### src/rtl/icsv_pkg.sv
// Package for the serial interconnect connection service of the drive side.
// Assumes a single 10 MHz clock and synchronous active-high reset.
package icsv_pkg;
    localparam int unsigned DATA_W = 8;
    localparam int unsigned CNT_W = 16;
    localparam int unsigned FIFO_DEPTH = 8;
    // Connect, listen and receive responses
    localparam logic [2:0] RESP_GOOD = 3'h0;
    localparam logic [2:0] RESP_PORT_IN_USE = 3'h1;
    localparam logic [2:0] RESP_NO_PHYS = 3'h2;
    localparam logic [2:0] RESP_NOT_ALLOWED = 3'h3;
    localparam logic [2:0] RESP_INVALID_CONN = 3'h4;
    localparam logic [2:0] RESP_RECV_PENDING = 3'h5;
    // Disconnect reasons
    localparam logic [1:0] CLOSE_REQUESTED = 2'h0;
    localparam logic [1:0] CLOSE_SENSE_LOST = 2'h1;
    localparam logic [CNT_W-1:0] COUNT_RESET = 16'h0000;
    typedef enum logic [1:0] {ICSV_IDLE, ICSV_CONNECTED, ICSV_FLUSH} icsv_state_t;
endpackage

### src/rtl/icsv_fifo.sv
// Synchronous FIFO with valid/ready on both sides.
// Assumes one clock and synchronous active-high reset.
module icsv_fifo #(
    parameter int unsigned WIDTH = 8,
    parameter int unsigned DEPTH = 8
) (
    // Clock and reset
    input wire logic clk_i,
    input wire logic reset_i,
    input wire logic flush_i,
    // Fill side
    input wire logic in_valid_i,
    output logic in_ready_o,
    input wire logic [WIDTH-1:0] in_data_i,
    // Drain side
    output logic out_valid_o,
    input wire logic out_ready_i,
    output logic [WIDTH-1:0] out_data_o
);
    localparam int unsigned AW = $clog2(DEPTH);
    logic [WIDTH-1:0] mem_r [DEPTH];
    logic [AW-1:0] wr_r;
    logic [AW-1:0] rd_r;
    logic [AW:0] cnt_r;
    logic push;
    logic pop;

    assign in_ready_o = (cnt_r != DEPTH[AW:0]);
    assign out_valid_o = (cnt_r != '0);
    assign out_data_o = mem_r[rd_r];
    assign push = in_valid_i && in_ready_o;
    assign pop = out_valid_o && out_ready_i;

    always_ff @(posedge clk_i) begin
        if (push) begin
            mem_r[wr_r] <= in_data_i;
        end
    end

    always_ff @(posedge clk_i) begin
        if (reset_i || flush_i) begin
            wr_r <= '0;
            rd_r <= '0;
            cnt_r <= '0;
        end else begin
            if (push) begin
                wr_r <= (wr_r == AW'(DEPTH - 1)) ? '0 : wr_r + 1'b1;
            end
            if (pop) begin
                rd_r <= (rd_r == AW'(DEPTH - 1)) ? '0 : rd_r + 1'b1;
            end
            cnt_r <= cnt_r + (AW+1)'(push) - (AW+1)'(pop);
        end
    end
endmodule

### src/rtl/icsv_port.sv
// Drive-side serial interconnect port: connect/listen, send, receive, disconnect, reset.
// Assumes the transport port and the link character stream are synchronous to clk_i.
// Notes on behaviour
// - An active open is made by a connect request on the interconnect port.
// - A passive wait is made by a listen request on the interconnect port.
// - Once established, a connected indication goes to the transport port.
// - Serial connections are established with no exchange with the peer.
// - While presence-sense is asserted, a connection is considered present.
// - Connected indication rises at once after a good connect or listen.
// - With presence-sense deasserted, the connect or listen attempt fails.
// - A sense output reports whether the peer presence line is asserted.
// - Send completion means characters were accepted, not yet transmitted.
// - Receive never places more characters than the requested maximum.
// - After placing characters, a received indication reports their count.
// - Disconnect first transmits all accepted characters, then closes; if sense drops meanwhile, the queued characters are dropped.
// - After disconnected, no further received characters are delivered.
// - Closing is local, with no exchange with the peer.
// - An asserted reset line yields a reset-received indication.
// - Any signal on the reset line counts as a reset-received indication.
// - Earlier send data is transmitted before any of a later buffer.
// - A second receive before the received indication gets receive-pending.
module icsv_port
    import icsv_pkg::*;
#(
    parameter int unsigned DATA_WIDTH = icsv_pkg::DATA_W,
    parameter int unsigned FIFO_DEPTH = icsv_pkg::FIFO_DEPTH
) (
    // Clock and reset
    input wire logic clk_i,
    input wire logic reset_i,

    // Peer pins
    input wire logic sense_i,
    input wire logic peer_reset_i,

    // Connection requests
    input wire logic connect_req_i,
    input wire logic listen_req_i,
    input wire logic disconnect_req_i,
    output logic conn_resp_valid_o,
    output logic [2:0] conn_resp_o,
    output logic connected_o,
    output logic connected_ind_o,
    output logic disconnected_ind_o,
    output logic [1:0] close_reason_o,
    output logic sense_o,
    output logic reset_received_o,

    // Send side: characters written one per cycle
    input wire logic send_valid_i,
    output logic send_ready_o,
    input wire logic [icsv_pkg::DATA_W-1:0] send_data_i,
    output logic send_reject_o,

    // Link transmit stream
    output logic tx_valid_o,
    input wire logic tx_ready_i,
    output logic [icsv_pkg::DATA_W-1:0] tx_data_o,

    // Link receive stream
    input wire logic rx_valid_i,
    output logic rx_ready_o,
    input wire logic [icsv_pkg::DATA_W-1:0] rx_data_i,

    // Receive requests and delivery
    input wire logic recv_req_i,
    input wire logic [icsv_pkg::CNT_W-1:0] recv_max_i,
    input wire logic recv_done_i,
    output logic recv_resp_valid_o,
    output logic [2:0] recv_resp_o,
    output logic recv_wr_o,
    output logic [icsv_pkg::DATA_W-1:0] recv_data_o,
    output logic received_ind_o,
    output logic [icsv_pkg::CNT_W-1:0] received_count_o
);
    import icsv_pkg::*;

    icsv_state_t state_r;
    icsv_state_t state_nxt;
    logic fifo_flush;
    logic fifo_in_ready;
    logic open;
    logic open_req;
    logic recv_active_r;
    logic [CNT_W-1:0] recv_max_r;
    logic [CNT_W-1:0] recv_cnt_r;
    logic peer_reset_prev_r;
    logic rx_take;
    logic recv_finish;
    logic recv_drop;
    logic recv_accept;
    logic close_now;
    logic [DATA_WIDTH-1:0] tx_fifo_data;

    assign open = (state_r != ICSV_IDLE);
    assign open_req = connect_req_i || listen_req_i;
    assign sense_o = sense_i;
    assign close_now = open && (state_nxt == ICSV_IDLE);

    // Connection state; no peer exchange on open or close
    always_comb begin
        state_nxt = state_r;
        case (state_r)
            ICSV_IDLE: begin
                if (open_req && sense_i) begin
                    state_nxt = ICSV_CONNECTED;
                end
            end
            ICSV_CONNECTED: begin
                if (!sense_i) begin
                    state_nxt = ICSV_IDLE;
                end else if (disconnect_req_i) begin
                    state_nxt = ICSV_FLUSH;
                end
            end
            ICSV_FLUSH: begin
                if (!sense_i) begin
                    state_nxt = ICSV_IDLE;
                end else if (!tx_valid_o) begin
                    state_nxt = ICSV_IDLE;
                end
            end
            default: begin
                state_nxt = ICSV_IDLE;
            end
        endcase
    end

    always_ff @(posedge clk_i) begin
        if (reset_i) begin
            state_r <= ICSV_IDLE;
        end else begin
            state_r <= state_nxt;
        end
    end

    // Connect/listen response and indications
    always_ff @(posedge clk_i) begin
        if (reset_i) begin
            conn_resp_valid_o <= 1'b0;
        end else begin
            conn_resp_valid_o <= open_req;
        end
    end

    // Refusal reasons in priority order
    always_ff @(posedge clk_i) begin
        if (reset_i) begin
            conn_resp_o <= RESP_GOOD;
        end else if (open_req) begin
            if (open) begin
                conn_resp_o <= RESP_PORT_IN_USE;
            end else if (!sense_i) begin
                conn_resp_o <= RESP_NO_PHYS;
            end else begin
                conn_resp_o <= RESP_GOOD;
            end
        end
    end

    // No wait for the peer: sense stands for the link
    always_ff @(posedge clk_i) begin
        if (reset_i) begin
            connected_ind_o <= 1'b0;
        end else begin
            connected_ind_o <= open_req && !open && sense_i;
        end
    end

    // Follows the next state, so it rises with the indication
    always_ff @(posedge clk_i) begin
        if (reset_i) begin
            connected_o <= 1'b0;
        end else begin
            connected_o <= (state_nxt != ICSV_IDLE);
        end
    end

    // One pulse per close, asked for or forced
    always_ff @(posedge clk_i) begin
        if (reset_i) begin
            disconnected_ind_o <= 1'b0;
        end else begin
            disconnected_ind_o <= close_now;
        end
    end

    // Reason held until the next close
    always_ff @(posedge clk_i) begin
        if (reset_i) begin
            close_reason_o <= CLOSE_REQUESTED;
        end else if (close_now) begin
            close_reason_o <= sense_i ? CLOSE_REQUESTED : CLOSE_SENSE_LOST;
        end
    end

    // Send accepted only while connected and not closing
    assign send_ready_o = (state_r == ICSV_CONNECTED) && fifo_in_ready;
    // Refusal visible at once, so the transport port never waits on it
    assign send_reject_o = send_valid_i && (state_r != ICSV_CONNECTED);
    // Dropping queued data when the peer disappears: nobody is left to receive it
    assign fifo_flush = !sense_i || (state_r == ICSV_IDLE);

    // FIFO keeps earlier characters strictly ahead of later ones
    icsv_fifo #(
        .WIDTH(DATA_WIDTH),
        .DEPTH(FIFO_DEPTH)
    ) u_tx_fifo (
        .clk_i(clk_i),
        .reset_i(reset_i),
        .flush_i(fifo_flush),
        .in_valid_i(send_valid_i && (state_r == ICSV_CONNECTED)),
        .in_ready_o(fifo_in_ready),
        .in_data_i(send_data_i),
        .out_valid_o(tx_valid_o),
        .out_ready_i(tx_ready_i),
        .out_data_o(tx_fifo_data)
    );

    assign tx_data_o = tx_fifo_data;

    // Receive path
    assign rx_take = rx_valid_i && rx_ready_o;
    // No take in the finishing cycle: that char would be placed but not counted
    assign rx_ready_o = recv_active_r && (state_r == ICSV_CONNECTED)
                        && (recv_cnt_r != recv_max_r) && !recv_finish;
    assign recv_finish = recv_active_r && (recv_cnt_r != COUNT_RESET)
                         && ((recv_cnt_r == recv_max_r) || recv_done_i);
    assign recv_drop = !open || (state_r == ICSV_FLUSH);
    assign recv_accept = recv_req_i && (state_r == ICSV_CONNECTED) && !recv_active_r;

    // Every receive request is answered, refused or not
    always_ff @(posedge clk_i) begin
        if (reset_i) begin
            recv_resp_valid_o <= 1'b0;
        end else begin
            recv_resp_valid_o <= recv_req_i;
        end
    end

    always_ff @(posedge clk_i) begin
        if (reset_i) begin
            recv_resp_o <= RESP_GOOD;
        end else if (recv_req_i) begin
            if (state_r != ICSV_CONNECTED) begin
                recv_resp_o <= RESP_INVALID_CONN;
            end else if (recv_active_r) begin
                recv_resp_o <= RESP_RECV_PENDING;
            end else begin
                recv_resp_o <= RESP_GOOD;
            end
        end
    end

    // A zero maximum is answered but never armed: nothing could be placed
    always_ff @(posedge clk_i) begin
        if (reset_i) begin
            recv_active_r <= 1'b0;
        end else if (recv_drop) begin
            recv_active_r <= 1'b0;
        end else if (recv_accept) begin
            recv_active_r <= (recv_max_i != COUNT_RESET);
        end else if (recv_finish) begin
            recv_active_r <= 1'b0;
        end
    end

    always_ff @(posedge clk_i) begin
        if (reset_i) begin
            recv_max_r <= COUNT_RESET;
        end else if (recv_accept) begin
            recv_max_r <= recv_max_i;
        end
    end

    // Cleared on every start and end, so each receive counts from zero
    always_ff @(posedge clk_i) begin
        if (reset_i) begin
            recv_cnt_r <= COUNT_RESET;
        end else if (recv_drop || recv_finish || recv_accept) begin
            recv_cnt_r <= COUNT_RESET;
        end else if (rx_take) begin
            recv_cnt_r <= recv_cnt_r + 1'b1;
        end
    end

    always_ff @(posedge clk_i) begin
        if (reset_i) begin
            received_ind_o <= 1'b0;
        end else begin
            received_ind_o <= recv_finish && !recv_drop;
        end
    end

    // Count held until the next indication
    always_ff @(posedge clk_i) begin
        if (reset_i) begin
            received_count_o <= COUNT_RESET;
        end else if (recv_finish && !recv_drop) begin
            received_count_o <= recv_cnt_r;
        end
    end

    always_ff @(posedge clk_i) begin
        if (reset_i) begin
            recv_wr_o <= 1'b0;
        end else begin
            recv_wr_o <= rx_take;
        end
    end

    always_ff @(posedge clk_i) begin
        if (reset_i) begin
            recv_data_o <= '0;
        end else if (rx_take) begin
            recv_data_o <= rx_data_i;
        end
    end

    // Reset line from the automation device; any rising level reports once
    always_ff @(posedge clk_i) begin
        if (reset_i) begin
            peer_reset_prev_r <= 1'b0;
        end else begin
            peer_reset_prev_r <= peer_reset_i;
        end
    end

    // Previous level resets to the idle low, so no false edge after reset
    always_ff @(posedge clk_i) begin
        if (reset_i) begin
            reset_received_o <= 1'b0;
        end else begin
            reset_received_o <= peer_reset_i && !peer_reset_prev_r;
        end
    end
endmodule

### config.mk
export PLATFORM = sky130hd
export DESIGN_NAME = icsv_port
export DESIGN_NICKNAME = d
export VERILOG_FILES = /design/src/rtl/icsv_pkg.sv /design/src/rtl/icsv_fifo.sv /design/src/rtl/icsv_port.sv
export SDC_FILE = /design/constraint.sdc
export NUM_CORES = 1
export LEC_CHECK = 0
export BUFFER_PORTS_ARGS = -buffer_cell sky130_fd_sc_hd__buf_2
export CAP_MARGIN = 25
export CORE_ASPECT_RATIO = 1.25
export CORE_MARGIN = 2
export CORE_UTILIZATION = 56
export DETAILED_ROUTE_END_ITERATION = 16
export HOLD_SLACK_MARGIN = 0.15
export PLACE_DENSITY = 0.76
export SYNTH_ARGS = -nofsm -noshare
export SYNTH_HDL_FRONTEND = slang
export SYNTH_SLANG_ARGS = --single-unit
### constraint.sdc
create_clock -name clk_i -period 2.6 [get_ports clk_i]
set_input_delay 0.52 -clock clk_i [delete_from_list [all_inputs] [get_ports clk_i]]
set_output_delay 0.52 -clock clk_i [all_outputs]
set_load 0.05 [all_outputs]
==> results of run 1 <==
[final timing paths]
kind / from / to / depth (start not counted)
setup / recovery: flop / tx_data_o[4] / 4
hold / removal: recv_max_i[13] / recv_max_r[13]$_SDFFE_PP0P_ / 3
setup reg to reg: u_tx_fifo.cnt_r[1]$_SDFF_PP0_ / u_tx_fifo.cnt_r[2]$_SDFF_PP0_ / 10
hold reg to reg: peer_reset_prev_r$_SDFF_PP0_ / reset_received_o$_SDFF_PP0_ / 1
[flip-flops by register name (all words and copies together) (netlist names), 3 cells and up, named ones only]
signal	count
recv_max_r	16
recv_data_o	8
u_tx_fifo.wr_r	3
u_tx_fifo.cnt_r	4
u_tx_fifo.rd_r	3
recv_cnt_r	16
received_count_o	16
u_tx_fifo.mem_r	64
[layout make-up]
cell class	instances	area [um^2]
Timing Repair Buffer	115	644
Clock inverter	9	91.3
Sequential cell	150	3650
Inverter	15	56.3
Fill cell	887	3730
Tap cell	138	173
Clock buffer	23	502
Multi-Input combinational cell	366	2660
[kinds of logic after synthesis]
family | Yosys count | synth area share
compound gates | 86 | 0.0754
xor+xnor | 18 | 0.0241
fa+ha+maj | 13 | 0.0260
buf+inv | 55 | 0.0404
flops | 150 | 0.557
mux | 41 | 0.0949
other cells | 1 | 0.000573
simple gates | 205 | 0.182
[report_power, final]
group / internal, mW / switching, mW / total [mW]
clock network: 1.47 / 0.925 / 2.39
registers: 2.48 / 0.0129 / 2.49
logic: 0.103 / 0.213 / 0.316
[metrics by stage]
step / hold slack [ps] / util / area, um^2
global route: 346 / 0.676 / 7770
finish: 356 / 0.676 / 7770
detailed placement: 390 / 0.622 / 7160
floorplan: 367 / - / 6560
global placement: 372 / 0.622 / 7160
CTS: 337 / 0.674 / 7750
[repair_timing]
item / in CTS / in global routing
pin swaps: 0 / 1
setup endpoints to repair: 8 / 3
hold buffers: 0 / 0
buffers inserted: 0 / 1
resized for setup: 1 / 7
[tightest hold or removal path: cells and delay by family]
family | cells | cell delay [ps]
AO/OA/AOI/OAI | 1 | 50
buffers and inverters | 1 | 100
AND/OR/NAND/NOR | 1 | 50
[metal layers]
metal	GRT usage	routed length (um)	vias to the layer above
met5	0	0	-
met4	0.0725	192	0
met3	0.0527	610	16
met2	0.391	7230	112
met1	0.269	5430	2266
li1	-	-	2256
[placed cells by master, fill, tap and decap left out, types with 10 or more instances in the layout]
cell type	count
xor2_1	16
ha_1	12
nor2_1	25
edfxtp_1	64
clkbuf_16	19
nand2b_1	39
mux2i_1	17
mux4_2	16
a21oi_1	51
nand2_1	52
o21ai_0	12
dfxtp_1	84
o31ai_1	13
buf_2	92
or4_1	12
inv_1	15
nand4b_1	10
buf_4	21
nor3_1	10
==> out/metrics.csv, run 1 <==
stage,metric,value,unit
power_and_ir_drop,p_leak,2.93,nW
cts,clk_pin_slew_worst_paths,60,ps
cells_and_area,nets,722,
run,maxCapViolCount,0,
placement,numPortBuffers,93,
setup_path,cp_slowest_cell,mux4_2,
placement,post-place-ws,352,ps
placement,gp_congestion,0.865,
sta,relSlewSlack,0.569,
floorplan,num_rows,44,
placement,dpl.hpwl,9530,um
setup_path,critical_path_class,flop to primary output,
hold_path,min_path_type,input port to flop,
setup_path,cp_top_family,multiplexers,
floorplan,die_w,101,um
sta,period_share,0.967,
route,wl_per_cell,16.5,um
setup_path,path_cells,buf_8 -> mux4_2 -> mux2_2 -> buf_2,
synth,synthArstFlopShare,0,
cts,clock_latency,410,ps
route,drc,0,
synth,synth_top_cell_area_share,0.294,
setup_path,cpPeakStageDelay,530,ps
sta,fin_tns_setup,0,ps
floorplan,die_area,12600,um^2
cts,clockBufferDepth,2,
sta,worstMarginPinSlew,644,ps
route,via_per_inst,5.70,
synth,synth-seq-cells,150,
setup_path,crit_path_max_fanout,16,
sta,drv_slew,0,
sta,setup_viol,0,
synth,synth_edf_count,64,
cells_and_area,diodes,0,
synth,synth_most_common_cell,dfxtp_1,
route,ant_nets,0,
floorplan,ios,97,
synth,syn-instance-count,569,
sta,max_freq,398,MHz
cts,cts_tree,built,
synth,synth_common_cells,"dfxtp_1, edfxtp_1, a21oi_1, nand2_1, nand2b_1",
global_routing,grt_usage,0.224,
sta,finClkSkew,7.73,ps
status,outcome,completed,
setup_path,worstPathArrival,1990,ps
setup_path,cp.buffers_inverters,2,
power_and_ir_drop,ir_drop,0.387,mV
global_routing,first_global_vias,4613,
synth,synthDistinctLibCells,51,
synth,yosysWarningCount,0,
route,routed_wl,13500,um
floorplan,core_area,11500,um^2
synth,synth_area_leaders,"edfxtp_1, dfxtp_1, mux4_2",
cts,clock_sinks,150,
power_and_ir_drop,total_power,5.20,mW
setup_path,startpoint_type,flop,
sta,hold_viol,0,
global_routing,grt_max_degree,38,
route,dr.pass1.iters,4,
cells_and_area,area_delta_synth_final,18.9,%
synth,synth_area_leader_cell,edfxtp_1,
floorplan,initial_core_util,0.568,
global_routing,antenna_found_initial,0,
cells_and_area,finalNonFillerCells,816,
sta,rsz0062_at_grt,false,
setup_path,regToRegSetupSlack,320,ps
synth,avgSynthCellArea,11.5,um^2
route,drt_iter0_drc,204,
power_and_ir_drop,power_density,668,nW/um^2
sta,period_needed,2510,ps
cts,cts_made_buffers,17,
setup_path,required,2080,ps
floorplan,die_h,125,um
synth,syn-cell-area,6540,um^2
route,vias,4650,
cells_and_area,drive_gt1_frac,0.279,
placement,post-place-cells,783,
global_routing,overflow,0,
synth,ys_dominant_reg_cell,dfxtp_1,
cts,htree_num_levels,4,
cts,cts_root_buffer,clkbuf_16,
synth,ys_seq_area_frac,0.557,
global_routing,grt_first_pass_wirelength,22200,um
sta,finalWorstSetupSlack,86.0,ps
setup_path,cp-end-kind,primary output,
Note: power is estimated with default switching activity, not from simulation.
==> run 2: changes to the inputs <==
- GPL_ROUTABILITY_DRIVEN: unset -> 1
- REMOVE_ABC_BUFFERS: unset -> 1
==> run 2 against run 1 <==
  * Hold slack worse by 13 ps
  * Via count down 1.1%
  * Setup slack better by 14 ps
  * Sequential share of layout area about the same
  * Cell area up 0.16%
  * Utilization up 0.11 points
  * Clock power up 7%
  * Highest routed layer unchanged
  * Critical endpoint is now rx_ready_o
  * Largest power group is now the clock network
  * Sequential power about the same
  * Clock-buffer cell count down 4
==> out/metrics.csv, run 2 (same netlist as run 1, synthesis figures left out) <==
stage,metric,value,unit,change
cells_and_area,final_common_cell,buf_2,,
sta,max_freq,400,MHz,+0.55%
status,outcome,completed,,
sta,period_needed,2500,ps,-13.8 ps
route,dr.pass1.iters,8,,+4
placement,gp_congestion,0.791,,-8.6%
run,maxCapViolCount,0,,unchanged
global_routing,grt_usage,0.226,,+0.00150
floorplan,core_area,11500,um^2,unchanged
cts,cts_made_buffers,17,,unchanged
floorplan,die_area,12600,um^2,unchanged
sta,relSlewSlack,0.571,,+0.00158
setup_path,worstPathArrival,1980,ps,about the same
floorplan,die_w,101,um,unchanged
floorplan,die_h,125,um,unchanged
setup_path,cp-end-kind,primary output,,
global_routing,overflow,0,,unchanged
floorplan,ios,97,,unchanged
sta,drv_slew,0,,unchanged
placement,post-place-ws,413,ps,+61.2 ps
cells_and_area,largest_reg_flops,64,,unchanged
floorplan,num_rows,44,,unchanged
placement,numPortBuffers,93,,unchanged
sta,finClkSkew,13.1,ps,+5.36 ps
route,wl_per_cell,16.7,um,+1.2%
cts,cts_root_buffer,clkbuf_16,,
global_routing,grt_first_pass_wirelength,21900,um,-1.1%
sta,worstMarginPinSlew,642,ps,-2.79 ps
placement,post-place-cells,782,,-0.13%
global_routing,first_global_vias,4527,,-1.9%
cts,htree_num_levels,4,,unchanged
cells_and_area,drive_gt1_frac,0.278,,-0.000655
route,vias,4599,,-1.1%
cells_and_area,finalNonFillerCells,814,,-0.25%
sta,hold_viol,0,,unchanged
cts,clockBufferDepth,2,,unchanged
sta,period_share,0.962,,-0.00530
cells_and_area,mostFrequentLayoutCells,"buf_2, dfxtp_1, edfxtp_1",,
cells_and_area,nets,720,,-0.28%
route,via_per_inst,5.65,,-0.85%
route,drc,0,,unchanged
cells_and_area,area_delta_synth_final,19.1,%,
setup_path,required,2080,ps,about the same
setup_path,crit_path_max_fanout,6,,-10
placement,dpl.hpwl,9710,um,+1.8%
route,routed_wl,13600,um,+0.94%
route,ant_nets,0,,unchanged
route,drt_iter0_drc,208,,+2.0%
hold_path,min_path_type,input port to flop,,
power_and_ir_drop,ir_drop,0.355,mV,-8.3%
cts,post_cts_buffers,0,,unchanged
cts,cts_tree,built,,
power_and_ir_drop,power_density,687,nW/um^2,+2.8%
setup_path,critical_path_class,flop to primary output,,
sta,setup_viol,0,,unchanged
power_and_ir_drop,p_leak,2.95,nW,+0.44%
global_routing,antenna_found_initial,0,,unchanged
cts,clock_latency,420,ps,about the same
cells_and_area,diodes,0,,unchanged
cts,clock_sinks,150,,unchanged
floorplan,initial_core_util,0.568,,unchanged
cells_and_area,regMostFlops,u_tx_fifo.mem_r,,
global_routing,grt_max_degree,61,,+61%
cts,clk_pin_slew_worst_paths,60,ps,about the same
setup_path,startpoint_type,flop,,
sta,finalWorstSetupSlack,99.8,ps,+13.8 ps
==> run 2: timing repair <==
item	CTS	global route
gates resized for setup	1	10
hold buffers	0	0
endpoints found under the hold margin	0	0
endpoints found under the setup margin	6	7
pin swaps	0	0
==> run 2: layout make-up <==
cell class	instances	area (um^2)
fill	866	3720
clock inverter	13	180
inverter	15	56.3
multi-input combinational	366	2650
timing repair buffer	113	631
sequential	150	3650
tap	138	173
clock buffer	19	443
==> run 2: worst max-delay path, cell delays in order, from the launching register on <==
cell,delay [ps]
dfxtp_1,520
xor2_1,140
nor4_2,350
and4_1,280
nor2_1,60
clkbuf_4,210
==> run 2: path summary, 6_finish.rpt <==
path	startpoint	slack, ps	cells after the start	to
worst max-delay path	recv_cnt_r[13]$_SDFFE_PP0P_	100	5	rx_ready_o
worst min-delay path	disconnect_req_i	340	2	state_r[0]$_SDFF_PP0_
worst max register to register	recv_cnt_r[9]$_SDFFE_PP0P_	460	6	recv_cnt_r[2]$_SDFFE_PP0P_
worst min register to register	peer_reset_prev_r$_SDFF_PP0_	390	1	reset_received_o$_SDFF_PP0_
==> run 2: per-stage QoR <==
stage | hold WS [ps] | power (mW) | TNS [ps] | utilization | instance area (um^2)
after global placement | 372 | 2.84 | 0 | 0.620 | 7130
after CTS | 332 | 5.40 | 0 | 0.674 | 7760
after floorplan | 367 | 2.72 | -26690 | - | 6340
after global routing | 341 | 5.55 | -8.85 | 0.677 | 7790
final | 343 | 5.35 | 0 | 0.677 | 7790
after detailed placement | 378 | 2.85 | 0 | 0.620 | 7130
==> run 2: report_power, final <==
| part | switching (mW) | internal [mW] |
|---|---|---|
| clock | 0.923 | 1.62 |
| combinational | 0.212 | 0.0994 |
| sequential | 0.0134 | 2.48 |
| total | 1.15 | 4.20 |
==> run 2: layer usage <==
layer,global-route usage,share of wire,vias to the layer above
li1,-,-,2239
met1,0.262,0.40,2207
met2,0.389,0.54,130
met3,0.0606,0.040,23
met4,0.0911,0.021,0
met5,0,0,-
==> run 3: changes to the inputs <==
- CORE_MARGIN: 2 -> 1
- PLACE_DENSITY: 0.76 -> 0.78
- SLEW_MARGIN: unset -> 20
==> run 3 against run 2 <==
  * Cell area shrank 0.61%
  * Power fell by 2.3%
  * Combinational power is essentially flat
  * Die area is 3.6% lower
  * Sequential power about the same
  * Clock-buffer cell count increased by 2
  * Clock power decreased by 5%
  * Critical path depth did not move
  * Final cell count is 0.37% lower
  * Clock skew down 6.9 ps
  * Critical endpoint unchanged
==> out/metrics.csv, run 3 (same netlist as run 1, synthesis figures left out) <==
stage,metric,value,unit,change
sta,whs,352,ps,+9.54 ps
cts,cts_hold_buf,0,,unchanged
setup_path,critical_path_class,flop to primary output,,
global_routing,first_global_vias,4416,,-2.5%
sta,worstMarginPinSlew,676,ps,+34.5 ps
cts,cts_tree,built,,
setup_path,r2r-end,received_count_o[0]$_SDFFE_PP0P_,,
global_routing,overflow,0,,unchanged
sta,relSlewSlack,0.548,,-0.0231
cts,clk_pin_slew_worst_paths,60,ps,about the same
cts,clockBufferDepth,2,,unchanged
cells_and_area,fillers,834,,-3.7%
hold_path,min_path_type,input port to flop,,
floorplan,num_rows,43,,-2.3%
global_routing,grt_max_degree,61,,unchanged
setup_path,rr_startpoint,recv_cnt_r[11]$_SDFFE_PP0P_,,
cells_and_area,diodes,0,,unchanged
route,routed_wl,13200,um,-2.6%
setup_path,crit_path_max_fanout,8,,+2
cts,clock_latency,410,ps,about the same
setup_path,cp.buffers_inverters,1,,unchanged
cts,htree_num_levels,4,,unchanged
route,vias,4647,,+1.0%
power_and_ir_drop,comb_power_share,0.059,,about the same
cts,post_cts_buffers,0,,unchanged
placement,numPortBuffers,93,,unchanged
floorplan,core_area,11200,um^2,-2.3%
setup_path,cp_slowest_cell,dfxtp_1,,
cells_and_area,mostFrequentLayoutCells,"buf_2, dfxtp_1, edfxtp_1",,
cts,postCtsResizedCells,1,,unchanged
route,ant_nets,0,,unchanged
power_and_ir_drop,p_sw_frac,0.219,,+0.00437
hold_path,worstHoldStart,peer_reset_i,,
hold_path,hold_path_depth,2,,unchanged
cells_and_area,regMostFlops,u_tx_fifo.mem_r,,
route,highest_layer,met4,,
route,via_per_inst,5.73,,+1.4%
power_and_ir_drop,seq_power_share,0.477,,+0.011
cells_and_area,area_delta_synth_final,18.3,%,
cts,cts_made_buffers,17,,unchanged
route,wl_met2,7100,um,-3.5%
setup_path,crit_path_start,recv_cnt_r[11]$_SDFFE_PP0P_,,
sta,max_freq,396,MHz,-1.1%
setup_path,ff2ff_path_depth,6,,unchanged
global_routing,antenna_found_initial,0,,unchanged
global_routing,grt_usage,0.227,,+0.00127
setup_path,cp_top_family,simple AND/OR/NAND/NOR gates,,
floorplan,die_area,12100,um^2,-3.6%
route,dr.pass1.iters,4,,-4
setup_path,cp-end-kind,primary output,,
cts,cts_root_buffer,clkbuf_16,,
sta,rsz0062_at_grt,false,,
setup_path,path_cells,xor2_1 -> nor4_2 -> and4_1 -> nor2_1 -> buf_4,,
power_and_ir_drop,total_power,5.22,mW,-2.3%
power_and_ir_drop,clockPowerShare,0.464,,-0.012
floorplan,ios,97,,unchanged
sta,drv_slew,0,,unchanged
route,routed-wl-met3,499,um,-8.3%
power_and_ir_drop,ir_drop,0.427,mV,+20%
route,m1WireLength,5410,um,-0.13%
placement,dpl.hpwl,9360,um,-3.6%
cells_and_area,drive_gt1_frac,0.272,,-0.00592
placement,gp_congestion,0.778,,-1.7%
setup_path,worstPathArrival,2010,ps,+30 ps
global_routing,grt_first_pass_wirelength,21000,um,-4.3%
power_and_ir_drop,power_density,675,nW/um^2,-1.7%
route,wl_per_cell,16.3,um,-2.3%
floorplan,die_w,98.7,um,-2.0%
setup_path,cpPeakStageDelay,560,ps,+40 ps
cells_and_area,final_common_cell,buf_2,,
power_and_ir_drop,p_switching,1.14,mW,-0.35%
setup_path,regToRegSetupSlack,410,ps,-50 ps
run,maxCapViolCount,0,,unchanged
route,drc,0,,unchanged
sta,hold_viol,0,,unchanged
setup_path,startpoint_type,flop,,
setup_path,required,2080,ps,about the same
floorplan,initial_core_util,0.582,,+0.0132
sta,period_needed,2530,ps,+27.0 ps
cells_and_area,nets,720,,unchanged
floorplan,die_h,123,um,-1.6%
cts,clock_sinks,150,,unchanged
sta,setup_viol,0,,unchanged
hold_path,whs_endpoint,peer_reset_prev_r$_SDFF_PP0_,,
sta,period_share,0.972,,+0.0104
power_and_ir_drop,p_leak,2.95,nW,about the same
cells_and_area,largest_reg_flops,64,,unchanged
power_and_ir_drop,p_int,4.08,mW,-2.9%
route,drt_iter0_drc,151,,-27%
sta,finClkSkew,6.23,ps,-6.86 ps
status,outcome,completed,,
==> run 3: worst max path at each step <==
| stage | to | slack, ps | depth (start not counted) |
|---|---|---|---|
| final | rx_ready_o | 70 | 5 |
| after global routing | rx_ready_o | 1 | 5 |
| after CTS | rx_ready_o | 50 | 7 |
| after detailed placement | tx_data_o[1] | 440 | 4 |
| after global placement | tx_data_o[1] | 490 | 4 |
| after floorplan | received_count_o[0]$_SDFFE_PP0P_ | -600 | 5 |
==> run 3: stage by stage <==
| step | instances | cell area (um^2) | utilization | setup WS [ps] | setup TNS, ps |
|---|---|---|---|---|---|
| 2_1_floorplan | 531 | 6340 | - | -602 | -26690 |
| 3_3_place_gp | 779 | 7130 | 0.634 | 491 | 0 |
| 3_5_place_dp | 779 | 7130 | 0.634 | 443 | 0 |
| 4_1_cts | 811 | 7730 | 0.687 | 54.9 | 0 |
| 5_1_grt | 811 | 7740 | 0.688 | 1.19 | 0 |
| 6_report | 811 | 7740 | 0.688 | 72.8 | 0 |
==> run 3: power by group through the flow <==
stage | clock (mW) | combinational, mW | sequential, mW
2_1_floorplan | 0 | 0.146 | 2.57
3_3_place_gp | 0 | 0.302 | 2.54
3_5_place_dp | 0 | 0.310 | 2.54
4_1_cts | 2.48 | 0.311 | 2.49
5_1_grt | 2.58 | 0.335 | 2.49
6_report | 2.42 | 0.310 | 2.49
==> run 3: worst register-to-register path: stages (launching register included) <==
cell     delay (ps)
dfxtp_1         560
xor2_1          140
nor4_2          370
a41oi_1         270
nor3b_2         240
buf_4           300
mux2i_1         240
==> run 3: cell type report <==
class                      instances  area [um^2]  area share
sequential                       150         3640       0.471
tap                              135          169      0.0218
multi-input combinational        366         2650       0.343
timing repair buffer             113          622      0.0803
clock inverter                    11          120      0.0155
inverter                          15         56.3     0.00727
clock buffer                      21          474      0.0613
==> run 3: layer usage <==
layer,vias to the layer above,track usage
met4,0,0.0970
met5,-,0
met1,2231,0.256
met2,141,0.412
met3,19,0.0541
li1,2256,-
